[src/hw/dpsc_defs.svh]
// constants for the dual pot serial command block
`ifndef DPSC_DEFS_SVH
`define DPSC_DEFS_SVH
// device type code: the value is arbitrary, set it to the real part's code
`define DPSC_DEV_TYPE        4'hc
`define DPSC_OP_RD_WIPER     4'h9
`define DPSC_OP_WR_WIPER     4'ha
`define DPSC_OP_RD_SLOT      4'hb
`define DPSC_OP_WR_SLOT      4'hc
`define DPSC_OP_SLOT_TO_WP   4'hd
`define DPSC_OP_WP_TO_SLOT   4'he
`define DPSC_OP_G_SLOT_TO_WP 4'h1
`define DPSC_OP_G_WP_TO_SLOT 4'h8
`define DPSC_OP_INCDEC       4'h2
`define DPSC_OP_STATUS       4'h5
`define DPSC_CLK_MHZ         100
`define DPSC_NV_WRITE_MS     5
`define DPSC_NV_WRITE_CYC    (`DPSC_NV_WRITE_MS * 1000 * `DPSC_CLK_MHZ)
`define DPSC_SETTLE_MIN_US   5
`define DPSC_SETTLE_MIN_CYC  (`DPSC_SETTLE_MIN_US * `DPSC_CLK_MHZ)
`define DPSC_SETTLE_MAX_US   10
`define DPSC_SETTLE_MAX_CYC  (`DPSC_SETTLE_MAX_US * `DPSC_CLK_MHZ)
`define DPSC_SLOT_RESET      8'h80
`endif

[src/hw/dpsc_pkg.sv]
// types for the dual pot serial command block
`default_nettype none
package dpsc_pkg;
    typedef struct packed {
        logic       cs_n;
        logic       sck;
        logic       sdi;
    } dpsc_link_t;
    typedef struct packed {
        logic [7:0] pos0;
        logic [7:0] pos1;
    } dpsc_taps_t;
endpackage
`default_nettype wire

[src/hw/dpsc_tap_settle.sv]
// delays a wiper register value onto the tap decoder
`timescale 1ns/1ps
`default_nettype none
`include "dpsc_defs.svh"
module dpsc_tap_settle (
    input  wire logic         i_clock,
    input  wire logic         i_rst,
    input  wire logic [7:0]   i_position,
    output logic      [7:0]   o_position,
    output logic      [255:0] o_tap_onehot
);
    localparam int unsigned DELAY = `DPSC_SETTLE_MIN_CYC + 50;
    logic [7:0]  pend_reg;
    logic [15:0] cnt_reg;
    // a change restarts the wait, so the tap moves between 5 and 10 us after it
    always_ff @(posedge i_clock) begin
        if (i_rst) begin
            pend_reg <= 8'h00;
            cnt_reg  <= 16'h0000;
        end else if (i_position != pend_reg) begin
            pend_reg <= i_position;
            cnt_reg  <= 16'(DELAY);
        end else if (cnt_reg != 16'h0000) begin
            cnt_reg <= cnt_reg - 16'h0001;
        end
    end
    always_ff @(posedge i_clock) begin
        if (i_rst) begin
            o_position <= 8'h00;
        end else if (cnt_reg == 16'h0001) begin
            o_position <= pend_reg;
        end
    end
    genvar g;
    generate
        for (g = 0; g < 256; g++) begin : g_tap
            assign o_tap_onehot[g] = (o_position == 8'(g));
        end
    endgenerate
    settle_window_a : assert property (@(posedge i_clock) disable iff (i_rst)
        $changed(pend_reg) |-> ##[500:1000] (o_position == pend_reg))
        else $error("tap did not settle in window");
endmodule
`default_nettype wire

[src/hw/dpsc_core.sv]
// serial command decoder and register set of a dual digital potentiometer
//
// Function
// - address byte first; upper four bits are checked against the device type
// - low two address bits must equal board select pins, else abandon
// - second byte: top four bits opcode, lowest bit pot select
// - slot select bits pick one of four slots; 00 slot zero, 01 slot one
// - each pot has 8-bit wiper register decoded to one of 256 taps
// - wiper changes only by write, slot transfer, step, or power-up load
// - at power-up each wiper loads from its slot zero
// - wiper registers are volatile; after power-up they hold slot zero
// - four 8-bit nonvolatile slots per pot, readable, writable, exchangeable
// - a slot change completes within 5 ms
// - nonvolatile save starts when chip select rises after a full write
// - write-busy flag reported through the read-status command
// - wiper tap moves 5 to 10 us after a wiper-changing instruction
// - after power stable tap reaches power-up position in 5 to 10 us
// - after step command each clock pulse moves wiper up if data high, else down
// - write-busy flag reads 1 during nonvolatile write, 0 otherwise
// - ten instructions; five are three bytes long
`timescale 1ns/1ps
`default_nettype none
`include "dpsc_defs.svh"
module dpsc_core #(
    parameter int unsigned NV_WRITE_CYC = `DPSC_NV_WRITE_CYC
) (
    input  wire logic                 i_clock,
    input  wire logic                 i_rst,
    input  wire dpsc_pkg::dpsc_link_t i_link,
    input  wire logic [1:0]           i_board_select_pins,
    output logic                      o_sdo,
    output logic                      o_sdo_oe_n,
    output dpsc_pkg::dpsc_taps_t      o_taps,
    output logic [255:0]              o_tap0_onehot,
    output logic [255:0]              o_tap1_onehot,
    output logic                      o_write_busy_flag
);
    import dpsc_pkg::*;

    // ****************************************
    // input synchronisers
    // ****************************************
    logic [2:0] meta_reg;
    logic [2:0] sync_reg;
    logic [1:0] bsel_meta_reg;
    logic [1:0] bsel_reg;
    logic       sck_d_reg;
    always_ff @(posedge i_clock) begin
        if (i_rst) begin
            // idle levels: deselected, clock low, so no false edge follows reset
            meta_reg      <= 3'h4;
            sync_reg      <= 3'h4;
            bsel_meta_reg <= 2'h0;
            bsel_reg      <= 2'h0;
            sck_d_reg     <= 1'b0;
        end else begin
            meta_reg      <= {i_link.cs_n, i_link.sck, i_link.sdi};
            sync_reg      <= meta_reg;
            bsel_meta_reg <= i_board_select_pins;
            bsel_reg      <= bsel_meta_reg;
            sck_d_reg     <= sync_reg[1];
        end
    end
    logic cs_n;
    logic sdi;
    logic sck_rise;
    logic sck_fall;
    assign cs_n     = sync_reg[2];
    assign sdi      = sync_reg[0];
    assign sck_rise = ~cs_n & sync_reg[1] & ~sck_d_reg;
    assign sck_fall = ~cs_n & ~sync_reg[1] & sck_d_reg;

    // ****************************************
    // storage
    // ****************************************
    logic [7:0] slot_mem [0:1][0:3];
    logic [7:0] wiper_position_reg [0:1];
    logic       nv_busy_reg;

    // ****************************************
    // command sequencer
    // ****************************************
    typedef enum {ST_ADDR, ST_INSTR, ST_DATA, ST_STEP, ST_IGNORE, ST_DONE} dpsc_state_t;
    dpsc_state_t state_reg;
    logic [7:0]  shift_reg;
    logic [2:0]  bit_reg;
    logic [3:0]  op_reg;
    logic [1:0]  slot_reg;
    logic        pot_reg;
    logic        wr_pending_reg;
    logic        byte_done;
    logic [7:0]  byte_in;
    assign byte_done = sck_rise && (bit_reg == 3'h7);
    assign byte_in   = {shift_reg[6:0], sdi};

    always_ff @(posedge i_clock) begin
        if (i_rst || cs_n) begin
            bit_reg   <= 3'h0;
            shift_reg <= 8'h00;
        end else if (sck_rise) begin
            bit_reg   <= bit_reg + 3'h1;
            shift_reg <= byte_in;
        end
    end

    always_ff @(posedge i_clock) begin
        if (i_rst || cs_n) begin
            state_reg <= ST_ADDR;
        end else if (sck_rise) begin
            case (state_reg)
                ST_ADDR: begin
                    if (byte_done) begin
                        if (byte_in[7:4] == `DPSC_DEV_TYPE && byte_in[1:0] == bsel_reg) begin
                            state_reg <= ST_INSTR;
                        end else begin
                            state_reg <= ST_IGNORE;
                        end
                    end
                end
                ST_INSTR: begin
                    if (byte_done) begin
                        case (byte_in[7:4])
                            `DPSC_OP_RD_WIPER, `DPSC_OP_WR_WIPER, `DPSC_OP_RD_SLOT,
                            `DPSC_OP_WR_SLOT, `DPSC_OP_STATUS: state_reg <= ST_DATA;
                            `DPSC_OP_INCDEC: state_reg <= ST_STEP;
                            default: state_reg <= ST_DONE;
                        endcase
                    end
                end
                ST_DATA: begin
                    if (byte_done) begin
                        state_reg <= ST_DONE;
                    end
                end
                ST_STEP:   state_reg <= ST_STEP;
                ST_IGNORE: state_reg <= ST_IGNORE;
                default:   state_reg <= ST_DONE;
            endcase
        end
    end

    always_ff @(posedge i_clock) begin
        if (i_rst) begin
            op_reg   <= 4'h0;
            slot_reg <= 2'h0;
            pot_reg  <= 1'b0;
        end else if (state_reg == ST_INSTR && byte_done) begin
            op_reg   <= byte_in[7:4];
            slot_reg <= byte_in[3:2];
            pot_reg  <= byte_in[0];
        end
    end

    // ****************************************
    // command execution
    // ****************************************
    logic exec_two;
    logic exec_data;
    logic step_evt;
    assign exec_two  = (state_reg == ST_INSTR) && byte_done;
    assign exec_data = (state_reg == ST_DATA) && byte_done;
    assign step_evt  = (state_reg == ST_STEP) && sck_rise;

    // power-up load is modelled by reset: slots hold their reset image
    logic boot_reg;
    always_ff @(posedge i_clock) begin
        if (i_rst) begin
            boot_reg <= 1'b1;
        end else begin
            boot_reg <= 1'b0;
        end
    end

    genvar p;
    generate
        for (p = 0; p < 2; p++) begin : g_pot
            always_ff @(posedge i_clock) begin
                if (i_rst) begin
                    wiper_position_reg[p] <= 8'h00;
                end else if (boot_reg) begin
                    wiper_position_reg[p] <= slot_mem[p][0];
                end else if (exec_two && byte_in[7:4] == `DPSC_OP_SLOT_TO_WP && byte_in[0] == 1'(p)) begin
                    wiper_position_reg[p] <= slot_mem[p][byte_in[3:2]];
                end else if (exec_two && byte_in[7:4] == `DPSC_OP_G_SLOT_TO_WP) begin
                    wiper_position_reg[p] <= slot_mem[p][byte_in[3:2]];
                end else if (exec_data && op_reg == `DPSC_OP_WR_WIPER && pot_reg == 1'(p)) begin
                    wiper_position_reg[p] <= byte_in;
                end else if (step_evt && pot_reg == 1'(p)) begin
                    if (sdi && wiper_position_reg[p] != 8'hff) begin
                        wiper_position_reg[p] <= wiper_position_reg[p] + 8'h01;
                    end else if (!sdi && wiper_position_reg[p] != 8'h00) begin
                        wiper_position_reg[p] <= wiper_position_reg[p] - 8'h01;
                    end
                end
            end
        end
    endgenerate

    // ****************************************
    // nonvolatile write: staged, committed after chip select rises
    // ****************************************
    logic [7:0] stage_val [0:1];
    logic [1:0] stage_en_reg;
    logic [7:0] stage_reg [0:1];
    logic [1:0] stage_slot_reg;
    logic [31:0] nv_cnt_reg;

    always_ff @(posedge i_clock) begin
        if (i_rst) begin
            stage_en_reg   <= 2'h0;
            stage_slot_reg <= 2'h0;
            stage_reg[0]   <= 8'h00;
            stage_reg[1]   <= 8'h00;
            wr_pending_reg <= 1'b0;
        end else if (cs_n) begin
            wr_pending_reg <= 1'b0;
            // keep the staged write until its save cycle has finished
            stage_en_reg   <= (wr_pending_reg || nv_busy_reg) ? stage_en_reg : 2'h0;
        end else if (!nv_busy_reg && exec_data && op_reg == `DPSC_OP_WR_SLOT) begin
            stage_en_reg   <= pot_reg ? 2'h2 : 2'h1;
            stage_slot_reg <= slot_reg;
            stage_reg[pot_reg] <= byte_in;
            wr_pending_reg <= 1'b1;
        end else if (!nv_busy_reg && exec_two && byte_in[7:4] == `DPSC_OP_WP_TO_SLOT) begin
            stage_en_reg   <= byte_in[0] ? 2'h2 : 2'h1;
            stage_slot_reg <= byte_in[3:2];
            stage_reg[0]   <= wiper_position_reg[0];
            stage_reg[1]   <= wiper_position_reg[1];
            wr_pending_reg <= 1'b1;
        end else if (!nv_busy_reg && exec_two && byte_in[7:4] == `DPSC_OP_G_WP_TO_SLOT) begin
            stage_en_reg   <= 2'h3;
            stage_slot_reg <= byte_in[3:2];
            stage_reg[0]   <= wiper_position_reg[0];
            stage_reg[1]   <= wiper_position_reg[1];
            wr_pending_reg <= 1'b1;
        end
    end
    assign stage_val[0] = stage_reg[0];
    assign stage_val[1] = stage_reg[1];

    logic nv_start;
    assign nv_start = cs_n && wr_pending_reg && !nv_busy_reg;

    always_ff @(posedge i_clock) begin
        if (i_rst) begin
            nv_busy_reg <= 1'b0;
            nv_cnt_reg  <= 32'h0;
        end else if (nv_start) begin
            nv_busy_reg <= 1'b1;
            nv_cnt_reg  <= NV_WRITE_CYC - 1;
        end else if (nv_busy_reg) begin
            if (nv_cnt_reg == 32'h0) begin
                nv_busy_reg <= 1'b0;
            end else begin
                nv_cnt_reg <= nv_cnt_reg - 32'h1;
            end
        end
    end

    // slots commit at the end of the write cycle
    generate
        for (p = 0; p < 2; p++) begin : g_slot
            always_ff @(posedge i_clock) begin
                if (i_rst) begin
                    for (int s = 0; s < 4; s++) begin
                        slot_mem[p][s] <= `DPSC_SLOT_RESET;
                    end
                end else if (nv_busy_reg && nv_cnt_reg == 32'h0 && stage_en_reg[p]) begin
                    slot_mem[p][stage_slot_reg] <= stage_val[p];
                end
            end
        end
    endgenerate

    // ****************************************
    // serial read data
    // ****************************************
    logic [7:0] out_reg;
    logic       out_en_reg;
    always_ff @(posedge i_clock) begin
        if (i_rst || cs_n) begin
            out_reg    <= 8'h00;
            out_en_reg <= 1'b0;
        end else if (exec_two && byte_in[7:4] == `DPSC_OP_RD_WIPER) begin
            out_reg    <= wiper_position_reg[byte_in[0]];
            out_en_reg <= 1'b1;
        end else if (exec_two && byte_in[7:4] == `DPSC_OP_RD_SLOT) begin
            out_reg    <= slot_mem[byte_in[0]][byte_in[3:2]];
            out_en_reg <= 1'b1;
        end else if (exec_two && byte_in[7:4] == `DPSC_OP_STATUS) begin
            out_reg    <= {7'h00, nv_busy_reg};
            out_en_reg <= 1'b1;
        end else if (state_reg == ST_DATA && sck_fall && bit_reg != 3'h0) begin
            out_reg <= {out_reg[6:0], 1'b0};
        end else if (state_reg == ST_DONE) begin
            out_en_reg <= 1'b0;
        end
    end
    assign o_sdo             = out_reg[7];
    assign o_sdo_oe_n        = ~out_en_reg;
    assign o_write_busy_flag = nv_busy_reg;

    dpsc_tap_settle u_tap0 (
        .i_clock      (i_clock),
        .i_rst        (i_rst),
        .i_position   (wiper_position_reg[0]),
        .o_position   (o_taps.pos0),
        .o_tap_onehot (o_tap0_onehot)
    );
    dpsc_tap_settle u_tap1 (
        .i_clock      (i_clock),
        .i_rst        (i_rst),
        .i_position   (wiper_position_reg[1]),
        .o_position   (o_taps.pos1),
        .o_tap_onehot (o_tap1_onehot)
    );

    // ****************************************
    // checks
    // ****************************************
    mismatch_quiet_a : assert property (@(posedge i_clock) disable iff (i_rst)
        (state_reg == ST_IGNORE) |-> o_sdo_oe_n)
        else $error("output driven after address mismatch");
    save_on_cs_a : assert property (@(posedge i_clock) disable iff (i_rst)
        $rose(nv_busy_reg) |-> $past(cs_n))
        else $error("save started while selected");
    busy_len_a : assert property (@(posedge i_clock) disable iff (i_rst)
        $rose(nv_busy_reg) |-> nv_cnt_reg == NV_WRITE_CYC - 1)
        else $error("write time wrong");
    boot_load_a : assert property (@(posedge i_clock) disable iff (i_rst)
        $fell(boot_reg) |-> wiper_position_reg[0] == slot_mem[0][0])
        else $error("wiper not loaded from slot zero");
    addr_check_a : assert property (@(posedge i_clock) disable iff (i_rst)
        (state_reg == ST_ADDR && byte_done && byte_in[1:0] != bsel_reg) |=> state_reg != ST_INSTR)
        else $error("mismatched address accepted");
    status_bit_a : assert property (@(posedge i_clock) disable iff (i_rst)
        (exec_two && byte_in[7:4] == `DPSC_OP_STATUS) |=> out_reg == {7'h00, $past(nv_busy_reg)})
        else $error("status flag wrong");
    step_up_a : assert property (@(posedge i_clock) disable iff (i_rst)
        (step_evt && sdi && !pot_reg && wiper_position_reg[0] != 8'hff && !boot_reg)
            |=> wiper_position_reg[0] == $past(wiper_position_reg[0]) + 8'h01)
        else $error("step up missed");
    opcode_cap_a : assert property (@(posedge i_clock) disable iff (i_rst)
        exec_two |=> op_reg == $past(byte_in[7:4]))
        else $error("opcode not captured");
endmodule
`default_nettype wire

[config.mk]
export PLATFORM = sky130hd
export DESIGN_NAME = dpsc_core
export DESIGN_NICKNAME = d
export VERILOG_FILES = /design/src/hw/dpsc_pkg.sv /design/src/hw/dpsc_tap_settle.sv /design/src/hw/dpsc_core.sv
export VERILOG_INCLUDE_DIRS = /design/src /design/src/hw
export SDC_FILE = /design/constraint.sdc
export NUM_CORES = 1
export LEC_CHECK = 0
export ABC_AREA = 0
export BUFFER_PORTS_ARGS = -buffer_cell sky130_fd_sc_hd__buf_2
export CAP_MARGIN = 10
export CORE_MARGIN = 8
export CORE_UTILIZATION = 40
export CTS_CLUSTER_SIZE = 20
export DETAILED_ROUTE_END_ITERATION = 10
export PLACE_DENSITY = 0.72
export SLEW_MARGIN = 15
export SYNTH_ARGS = -nofsm -noshare
export SYNTH_HDL_FRONTEND = slang
export SYNTH_SLANG_ARGS = --single-unit
[constraint.sdc]
create_clock -name i_clock -period 4.75 [get_ports i_clock]
set_clock_uncertainty 0.2 [all_clocks]
set_input_delay 1.425 -clock i_clock [delete_from_list [all_inputs] [get_ports i_clock]]
set_output_delay 1.425 -clock i_clock [all_outputs]
set_load 0.05 [all_outputs]
Word-level counts from Yosys, hierarchy flattened
Memory sizes are Yosys's and may differ from the RTL's. A register that Yosys moved wholly into a read port is not among the register bits.
Cells that the tools add are included.
{ "word_totals": {"regBits": 172, "mem_bits_rw": 96, "input_bits": 7, "output_inout_bits": 531, "elab_cells": 968, "mem_count": 3} }
{ "memory_table": {"columns": ["memory", "words", "word_bits", "rd", "rd_ports_with_merged_regs", "write_ports", "line_no", "text"], "rows": [
  ["slot_mem", 2, 32, 3, 1, 2, "dpsc_core.sv:76", "logic [7:0] slot_mem [0:1][0:3];"],
  ["stage_reg", 2, 8, 2, 0, 2, "dpsc_core.sv:204", "logic [7:0] stage_reg [0:1];"],
  ["wiper_position_reg", 2, 8, 3, 1, 2, "dpsc_core.sv:77", "logic [7:0] wiper_position_reg [0:1];"]
]} }
{ "op_classes": {"addsub": 8, "n_lt_le_gt_ge": 3, "n_eq_ne": 544, "mux": 223, "bitwise": 93, "n_reduce_logical": 66} }
{ "ops": {"columns": ["operator", "count"], "rows": [
  ["$eq 8x8->1 const B", 256],
  ["$eq 8x7->1 const B", 128],
  ["$eq 8x6->1 const B", 64],
  ["$eq 8x5->1 const B", 32],
  ["$mux 8", 28],
  ["$mux 1", 166],
  ["$mux 32", 5],
  ["$pmux 32 s5", 1],
  ["$eq 8x4->1 const B", 16],
  ["$eq 32x2->1 const B", 3],
  ["$eq 32x3->1 const B", 3],
  ["$or 1x1->1", 80],
  ["$eq 8x3->1 const B", 8],
  ["$logic_not 32->1", 2],
  ["$mux 19", 3],
  ["$bmux 8 s2", 3],
  ["$mux 10", 4],
  ["$eq 4x4->1 const B", 9],
  ["$logic_and 1x1->1", 34],
  ["$eq 16x1->1 const B", 2],
  ["$eq 32x1->1 const B", 1],
  ["$eq 32x4->1 const B", 1],
  ["$eq 8x2->1 const B", 4],
  ["$reduce_bool 16->1", 2],
  ["other kinds (36)", 82]
]} }

Logic depth before layout (Yosys ltp)
Gate-level depths: netlist (run 1).
{ "depth": {"word_depth": 16, "ltp_mapped": 10, "ltp_nobuf": 7} }

Hierarchy
A second synthesis (run 1) with hierarchy kept.
{ "hier_totals": {"cells_unflattened": 1942, "area_unflattened_um2": 15130.8} }
{ "by_module_without_submodules": {"columns": ["mod", "n_inst", "cells_each", "area_each_um2"], "rows": [
  ["dpsc_core", 1, 945, 9544.2],
  ["dpsc_tap_settle at u_tap1", 1, 499, 2800.2],
  ["dpsc_tap_settle at u_tap0", 1, 498, 2786.4]
]} }

Least setup slack after synthesis (run 1)
Ideal clock, no wire load.
{ "synth_timing": {"kind": "register to output", "start": "register u_tap0.o_position[1]", "end": "output o_tap0_onehot[110]", "t_arrival_ns": 2.165, "required_time_ns": 3.125, "slack_ns": 0.960, "path_stages_with_launch": 5, "n_path_buf": 1, "path_cell_list": "dfxtp_1 -> nor2b_1 -> nand3_1 -> clkbuf_1 -> nor2_1"} }
{ "synth_via": {"elab_chain_len": 1} }
{ "synth_rtl": {"columns": ["element", "line_no", "text"], "rows": [
  ["from (decl)", "dpsc_tap_settle.sv:9", "output logic [7:0] o_position,"],
  ["from (signal assigned)", "dpsc_tap_settle.sv:31", "o_position <= pend_reg;"],
  ["$eq 8x7->1", "dpsc_tap_settle.sv:37", "assign o_tap_onehot[g] = (o_position == 8'(g));"],
  ["to (decl)", "dpsc_core.sv:34", "output logic [255:0] o_tap0_onehot,"]
]} }
Every way passes these cells.

Worst setup path after layout (run 1)
{ "layout_timing": {"start": "register u_tap1.o_position[1]", "end": "output o_tap1_onehot[14]"} }
{ "layout_via": {"elab_chain_len": 1} }
{ "layout_rtl": {"columns": ["element", "line_no", "text"], "rows": [
  ["from (decl)", "dpsc_tap_settle.sv:9", null],
  ["from (signal assigned)", "dpsc_tap_settle.sv:31", null],
  ["$eq 8x4->1", "dpsc_tap_settle.sv:37", null],
  ["to (decl)", "dpsc_core.sv:35", "output logic [255:0] o_tap1_onehot,"]
]} }
Every way passes these cells.

==> impl_metrics.toml, run 1 <==
[outcome]
status = "completed"

[clock_tree]
clock_tree_from_tritoncts = "yes"
cts.reportedPaths.clkPinSlew_ps = 60
cts_inserted_buffers = 26
cts.repair_timing.setup_buffer_count = 0
post_cts_resized = 0
ctsRootBufferMaster = "clkbuf_16"
htreeDepth = 1
numClockSinks = 239
clkLatencyLatePin_ps = 540
ctsHoldBuffers = 0
clock_tree.buffer_depth = 3

[worst_setup_path]
critPathMaxFanout = 10
arrival_time_at_the_worst_endpoint_ps = 2930
critical_path_required_ps = 3120
end_kind = "primary output"
critical_path_launch_point_type = "flop"
critical_path_class = "reg2out"

[power_and_ir_drop]
power_per_cell_area_nw_per_um2 = 244.8
leakagePower_nw = 8.129
vdd_drop_max_mv = 0.1970

[routing]
detail_route.vias_per_cell = 5.767
post_dr_wirelength_cell_um = 23.03
finalWirelength_um = 65310
postRouteAntennaNets = 0
drt_drc_violations_left = 0
num_vias = 16350
drtPass1Iterations = 6
detailedRoute.firstIterationViolations = 2094

[logic_synthesis]
ffs_w_async_s_r_synth = 0
ys.flop_type = "dfxtp_1"
synth.top_cells.by_count = "nor2_1 (612), dfxtp_1 (143), clkbuf_1 (132)"
synth_area_leaders = "edfxtp_1 (20%), dfxtp_1 (20%), nor2_1 (16%)"
seq_area_frac_synth = 0.3923
syn_area_um2 = 14640
synthDistinctLibCells = 73
synth_warnings = 0
flop_and_latch_count_out_of_synthesis = 239
synth.largest_area_cell = "edfxtp_1"
syn_inst = 1879
post-synth-top-count-cell = "nor2_1"
syn-num-nets = 1901
post-synth-top-area-fraction = 0.1969
number_of_synthesized_flops_with_an_enable_pin = 96
syn_avg_cell_area_um2 = 7.794

[job]
cap_violations = 0

[final_layout]
largest_register_ffs = 64
layout.cells.non_filler = 2836
syn2layout_area_growth_pct = 26.87
final_layout_size_suffix_gt1_frac = 0.2894
final_nets = 2369
nFillCells = 3415

[worst_hold_path]
hold_class = "reg2reg"

[placed_design]
port-buffer-count = 537
place.detailed.hpwl_um = 50030
placed_instance_count = 2787
routabilityCongestion = 0.9833

[floorplanning]
num_rows = 70
dieArea_um2 = 42990
floorplan.die.width_um = 207.3
ios = 538
die-height_um = 207.3
initial_cell_density_of_the_core = 0.4029
placeableCoreArea_um2 = 36350

[timing]
timing_max_transition_violations_final = 0
final_min_period_over_clock_period = 0.9579
setup_violations = 0
final-hold-violation-count = 0
fmax_mhz = 219.8
worst_pin_slew_ps = 1206
rsz0062_at_grt = "false"
post-route-min-period_ps = 4550
maxSlewHeadroom = 0.1941
setup-tns-final_ps = 0

[grt]
groute.usage.overall = 0.2861
grt_remaining_overflow = 0
grt_pass1_vias = 15850
grt_first_pass_wirelength_um = 97160
pin_count_of_the_biggest_net_entering_global_routing = 52
initial_antenna_violation_count = 1
[area by class of cell]
cell class                 count  area [µm²]  area share
antenna                        1       2.502   0.0001347
clock buffer                  38       757.0     0.04074
clock inverter                10       101.3    0.005455
inverter                      28       105.1    0.005657
multi-input combinational   1470        8255      0.4443
sequential                   239        5747      0.3093
tap                          468       585.6     0.03152
timing repair buffer         582        3025      0.1628
[path summary, 6_finish.rpt]
check,startpoint,to,slack (ps),cells after the start
max reg2reg,bit_reg[0],wiper_position_reg[0][4],1430,6
max,u_tap1.o_position[1],o_tap1_onehot[14],200,5
min reg2reg,meta_reg[2],sync_reg[2],220,1
min,meta_reg[2],sync_reg[2],220,1
[routing by layer]
layer | vias to the layer above | global-route usage | part of all wire
li1 | 7384 | - | -
met1 | 7668 | 0.3353 | 0.38
met2 | 1085 | 0.4602 | 0.45
met3 | 215 | 0.1182 | 0.13
met4 | 2 | 0.1131 | 0.044
met5 | - | 0.01148 | 0.0011
[worst max-delay path, cell delays in order (launching register included)]
cell and delay [ps]:
dfxtp_1 480, nor2b_1 310, nand3_1 700, buf_4 470, nor2_1 120, buf_2 300
[layout by cell type, fill, tap and decap left out, drive strengths merged, types with 11 or more instances in the layout]
master  count
a211oi     14
a21oi      71
a22o       17
a31oi      14
and2       67
and4       11
buf       582
clkbuf     38
dfxtp     143
edfxtp     96
ha         15
inv        30
mux2i      28
mux4       16
nand2     127
nand2b     18
nand3      57
nand4      21
nor2      612
nor2b      41
nor3       28
nor4       22
o21ai      39
o31ai      19
or2        20
or3        25
or4        24
xnor2      34
xor2       24
[logic make-up (layout without fill, tap and decap cells)]
family	count (synthesis)	in the layout	synth area share
muxes	47	47	0.04605
buffers and inverters	170	658	0.04434
DFF	239	239	0.3923
xor gates and xnor gates	58	58	0.03469
and+or+nand+nor	1116	1116	0.3588
AOI/OAI and AO/OA	234	234	0.1110
adders and majority gates	15	15	0.01282
other	0	1	0
[per-stage QoR]
step / power, mW / hold WS [ps] / area [µm²] / util / setup WS, ps
2_1_floorplan: 2.457 / 189.5 / 14640 / - / 959.6
3_3_place_gp: 2.539 / 202.4 / 17710 / 0.4873 / 873.0
3_5_place_dp: 2.544 / 208.2 / 17710 / 0.4873 / 760.2
4_1_cts: 4.562 / 227.1 / 18570 / 0.5109 / 206.3
5_1_grt: 4.683 / 240.1 / 18580 / 0.5111 / 83.30
6_report: 4.547 / 220.5 / 18580 / 0.5112 / 199.9
[report_power, final]
part	switching, mW	total (mW)	internal [mW]
combinational	0.149	0.245	0.0960
clock	0.829	2.04	1.21
sequential	0.0770	2.26	2.19
(Power assumes the default switching activity.)
==> run 2, diff against run 1 <==
PLACE_DENSITY = 0.74   (was 0.72)
SLEW_MARGIN = 30   (was 15)
clock period = 3.95 ns   (was 4.75 ns; I/O delays follow)
==> run 2 against run 1 <==
Effect of this change: first-iteration DRC count is 4.8% lower; final cell count is 1.4% higher; design area is 2.2% higher; via count is 1.0% higher; combinational power is 30% higher; critical endpoint is now o_tap1_onehot[214].
==> impl_metrics.toml, run 2 (synthesis results as in run 1) <==
[floorplanning]
initial_cell_density_of_the_core = 0.4029
num_rows = 70
ios = 538
floorplan.die.width_um = 207.3
dieArea_um2 = 42990
die-height_um = 207.3
placeableCoreArea_um2 = 36350

[routing]
num_vias = 16530
wl_met3_um = 8157
detail_route.vias_per_cell = 5.748
wl_met1_um = 25370
wl_met2_um = 29270
drtPass1Iterations = 6
drt_drc_violations_left = 0
finalWirelength_um = 65690
detailedRoute.firstIterationViolations = 1994
postRouteAntennaNets = 0
post_dr_wirelength_cell_um = 22.85
top_layer = "met4"

[clock_tree]
ctsHoldBuffers = 0
ctsRootBufferMaster = "clkbuf_16"
cts.repair_timing.setup_buffer_count = 0
clock_tree.buffer_depth = 3
htreeDepth = 1
numClockSinks = 239
cts_inserted_buffers = 25
cts.reportedPaths.clkPinSlew_ps = 60
clkLatencyLatePin_ps = 530
clock_tree_from_tritoncts = "yes"

[worst_hold_path]
whs_endpoint = "sync_reg[2]"
hold_path_startpoint = "meta_reg[2]"
hold_class = "reg2reg"
worst_hold_path.num_cells = 1

[job]
cap_violations = 0

[grt]
initial_antenna_violation_count = 1
grt_pass1_vias = 15930
pin_count_of_the_biggest_net_entering_global_routing = 44
grt_remaining_overflow = 0
groute.usage.overall = 0.2865
grt_first_pass_wirelength_um = 97500

[power_and_ir_drop]
p_int_mw = 4.317
sequential_power_share = 0.483
clkPwrFrac = 0.461
power_frac_comb = 0.057
vdd_drop_max_mv = 0.2587
net_switching_power_figure_mw = 1.285
power_per_cell_area_nw_per_um2 = 295.1
switching_share = 0.2294
leakagePower_nw = 8.353

[placed_design]
port-buffer-count = 537
dpl_cell_area_um2 = 18040
placed_instance_count = 2828
routabilityCongestion = 1.004
place.detailed.hpwl_um = 51390

[final_layout]
stdcell_area_um2 = 18980
layout.cells.most_common_list = "nor2_1 (610), buf_2 (537), dfxtp_1 (143)"
final_nets = 2409
postLayoutCoreUtil = 0.5223
layout.cells.non_filler = 2875
largest_register_ffs = 64
final_layout_size_suffix_gt1_frac = 0.3071
nFillCells = 3337
syn2layout_area_growth_pct = 29.64
final_common_cell = "nor2_1"

[worst_setup_path]
critical_path_required_ps = 2560
crit_path_max_incr_delay_ps = 510
critical_path_class = "reg2out"
worst-r2r-cell-count = 5
end_kind = "primary output"
critPathMaxFanout = 9
critical_path_launch_point_type = "flop"
arrival_time_at_the_worst_endpoint_ps = 2530
cp_slowest_cell = "dfxtp_1"
critical_register_to_register_path_endpoint = "slot_mem[1][22]"
worstReg2RegStart = "nv_cnt_reg[15]"
cp.buffers_inverters = 2
regToRegSetupSlack_ps = 860
worstPathCellList = "nor2b_1 > nand2_1 > buf_4 > nor2_1 > buf_2"
worst_path_dominant_cell_family = "simple AND/OR/NAND/NOR gates"

[timing]
post-route-min-period_ps = 3918
final-hold-violation-count = 0
rsz0062_at_grt = "true"
setup-tns-final_ps = 0
worst_pin_slew_ps = 985.0
timing_max_transition_violations_final = 0
maxSlewHeadroom = 0.3341
fmax_mhz = 255.2
final_min_period_over_clock_period = 0.9919
setup_violations = 0

[outcome]
status = "completed"
[run 2: power by group through the flow]
stage                     combinational (mW)  clock [mW]  sequential (mW)
after floorplan                        0.246           0             2.71
after global placement                 0.305           0             2.75
after detailed placement               0.310           0             2.75
after CTS                              0.313        2.59             2.70
after global routing                   0.348        2.69             2.71
final                                  0.318        2.58             2.70
[run 2: worst reg2reg max path: stages, from the launching register on]
cell and delay (ps):
dfxtp_1 340, or4_1 700, nor4_4 420, nand4_2 460
nor3_2 360, or2_2 300
[run 2: through the flow]
step | total power [mW] | hold slack (ps) | setup WS (ps)
finish | 5.602 | 221.9 | 32.03
global route | 5.748 | 255.7 | -105.6
CTS | 5.602 | 227.8 | 14.00
detailed placement | 3.063 | 212.0 | 348.6
global placement | 3.056 | 196.3 | 378.6
floorplan | 2.954 | 189.5 | 399.6
[run 2: cell type report]
class	instances	area (µm²)	area share
tap	468	585.6	0.03084
clock inverter	11	165.2	0.008700
sequential	239	5746	0.3026
multi-input combinational	1470	8297	0.4370
inverter	28	105.1	0.005536
timing repair buffer	623	3346	0.1762
clock buffer	35	738.2	0.03888
antenna	1	2.502	0.0001318
[run 2: worst max-delay path by stage]
stage	end	from	cells past startpoint	slack [ps]
after floorplan	o_tap0_onehot[110]	u_tap0.o_position[1]	4	400
after detailed placement	wiper_position_reg[1][7]	i_rst	6	350
after CTS	o_tap0_onehot[186]	u_tap0.o_position[5]	5	10
after global placement	wiper_position_reg[1][3]	i_rst	6	380
after global routing	o_tap1_onehot[152]	u_tap1.o_position[3]	5	-110
final	o_tap1_onehot[214]	u_tap1.o_position[1]	5	30
[run 2: layer usage]
layer,global-route usage,vias up
li1,-,7466
met5,0.006889,-
met3,0.1108,213
met1,0.3400,7773
met4,0.1171,0
met2,0.4602,1073
[run 2: timing repair]
action | CTS | global route
resized for setup | 1 | 8
cloned | 0 | 0
setup endpoints to repair | 1 | 54
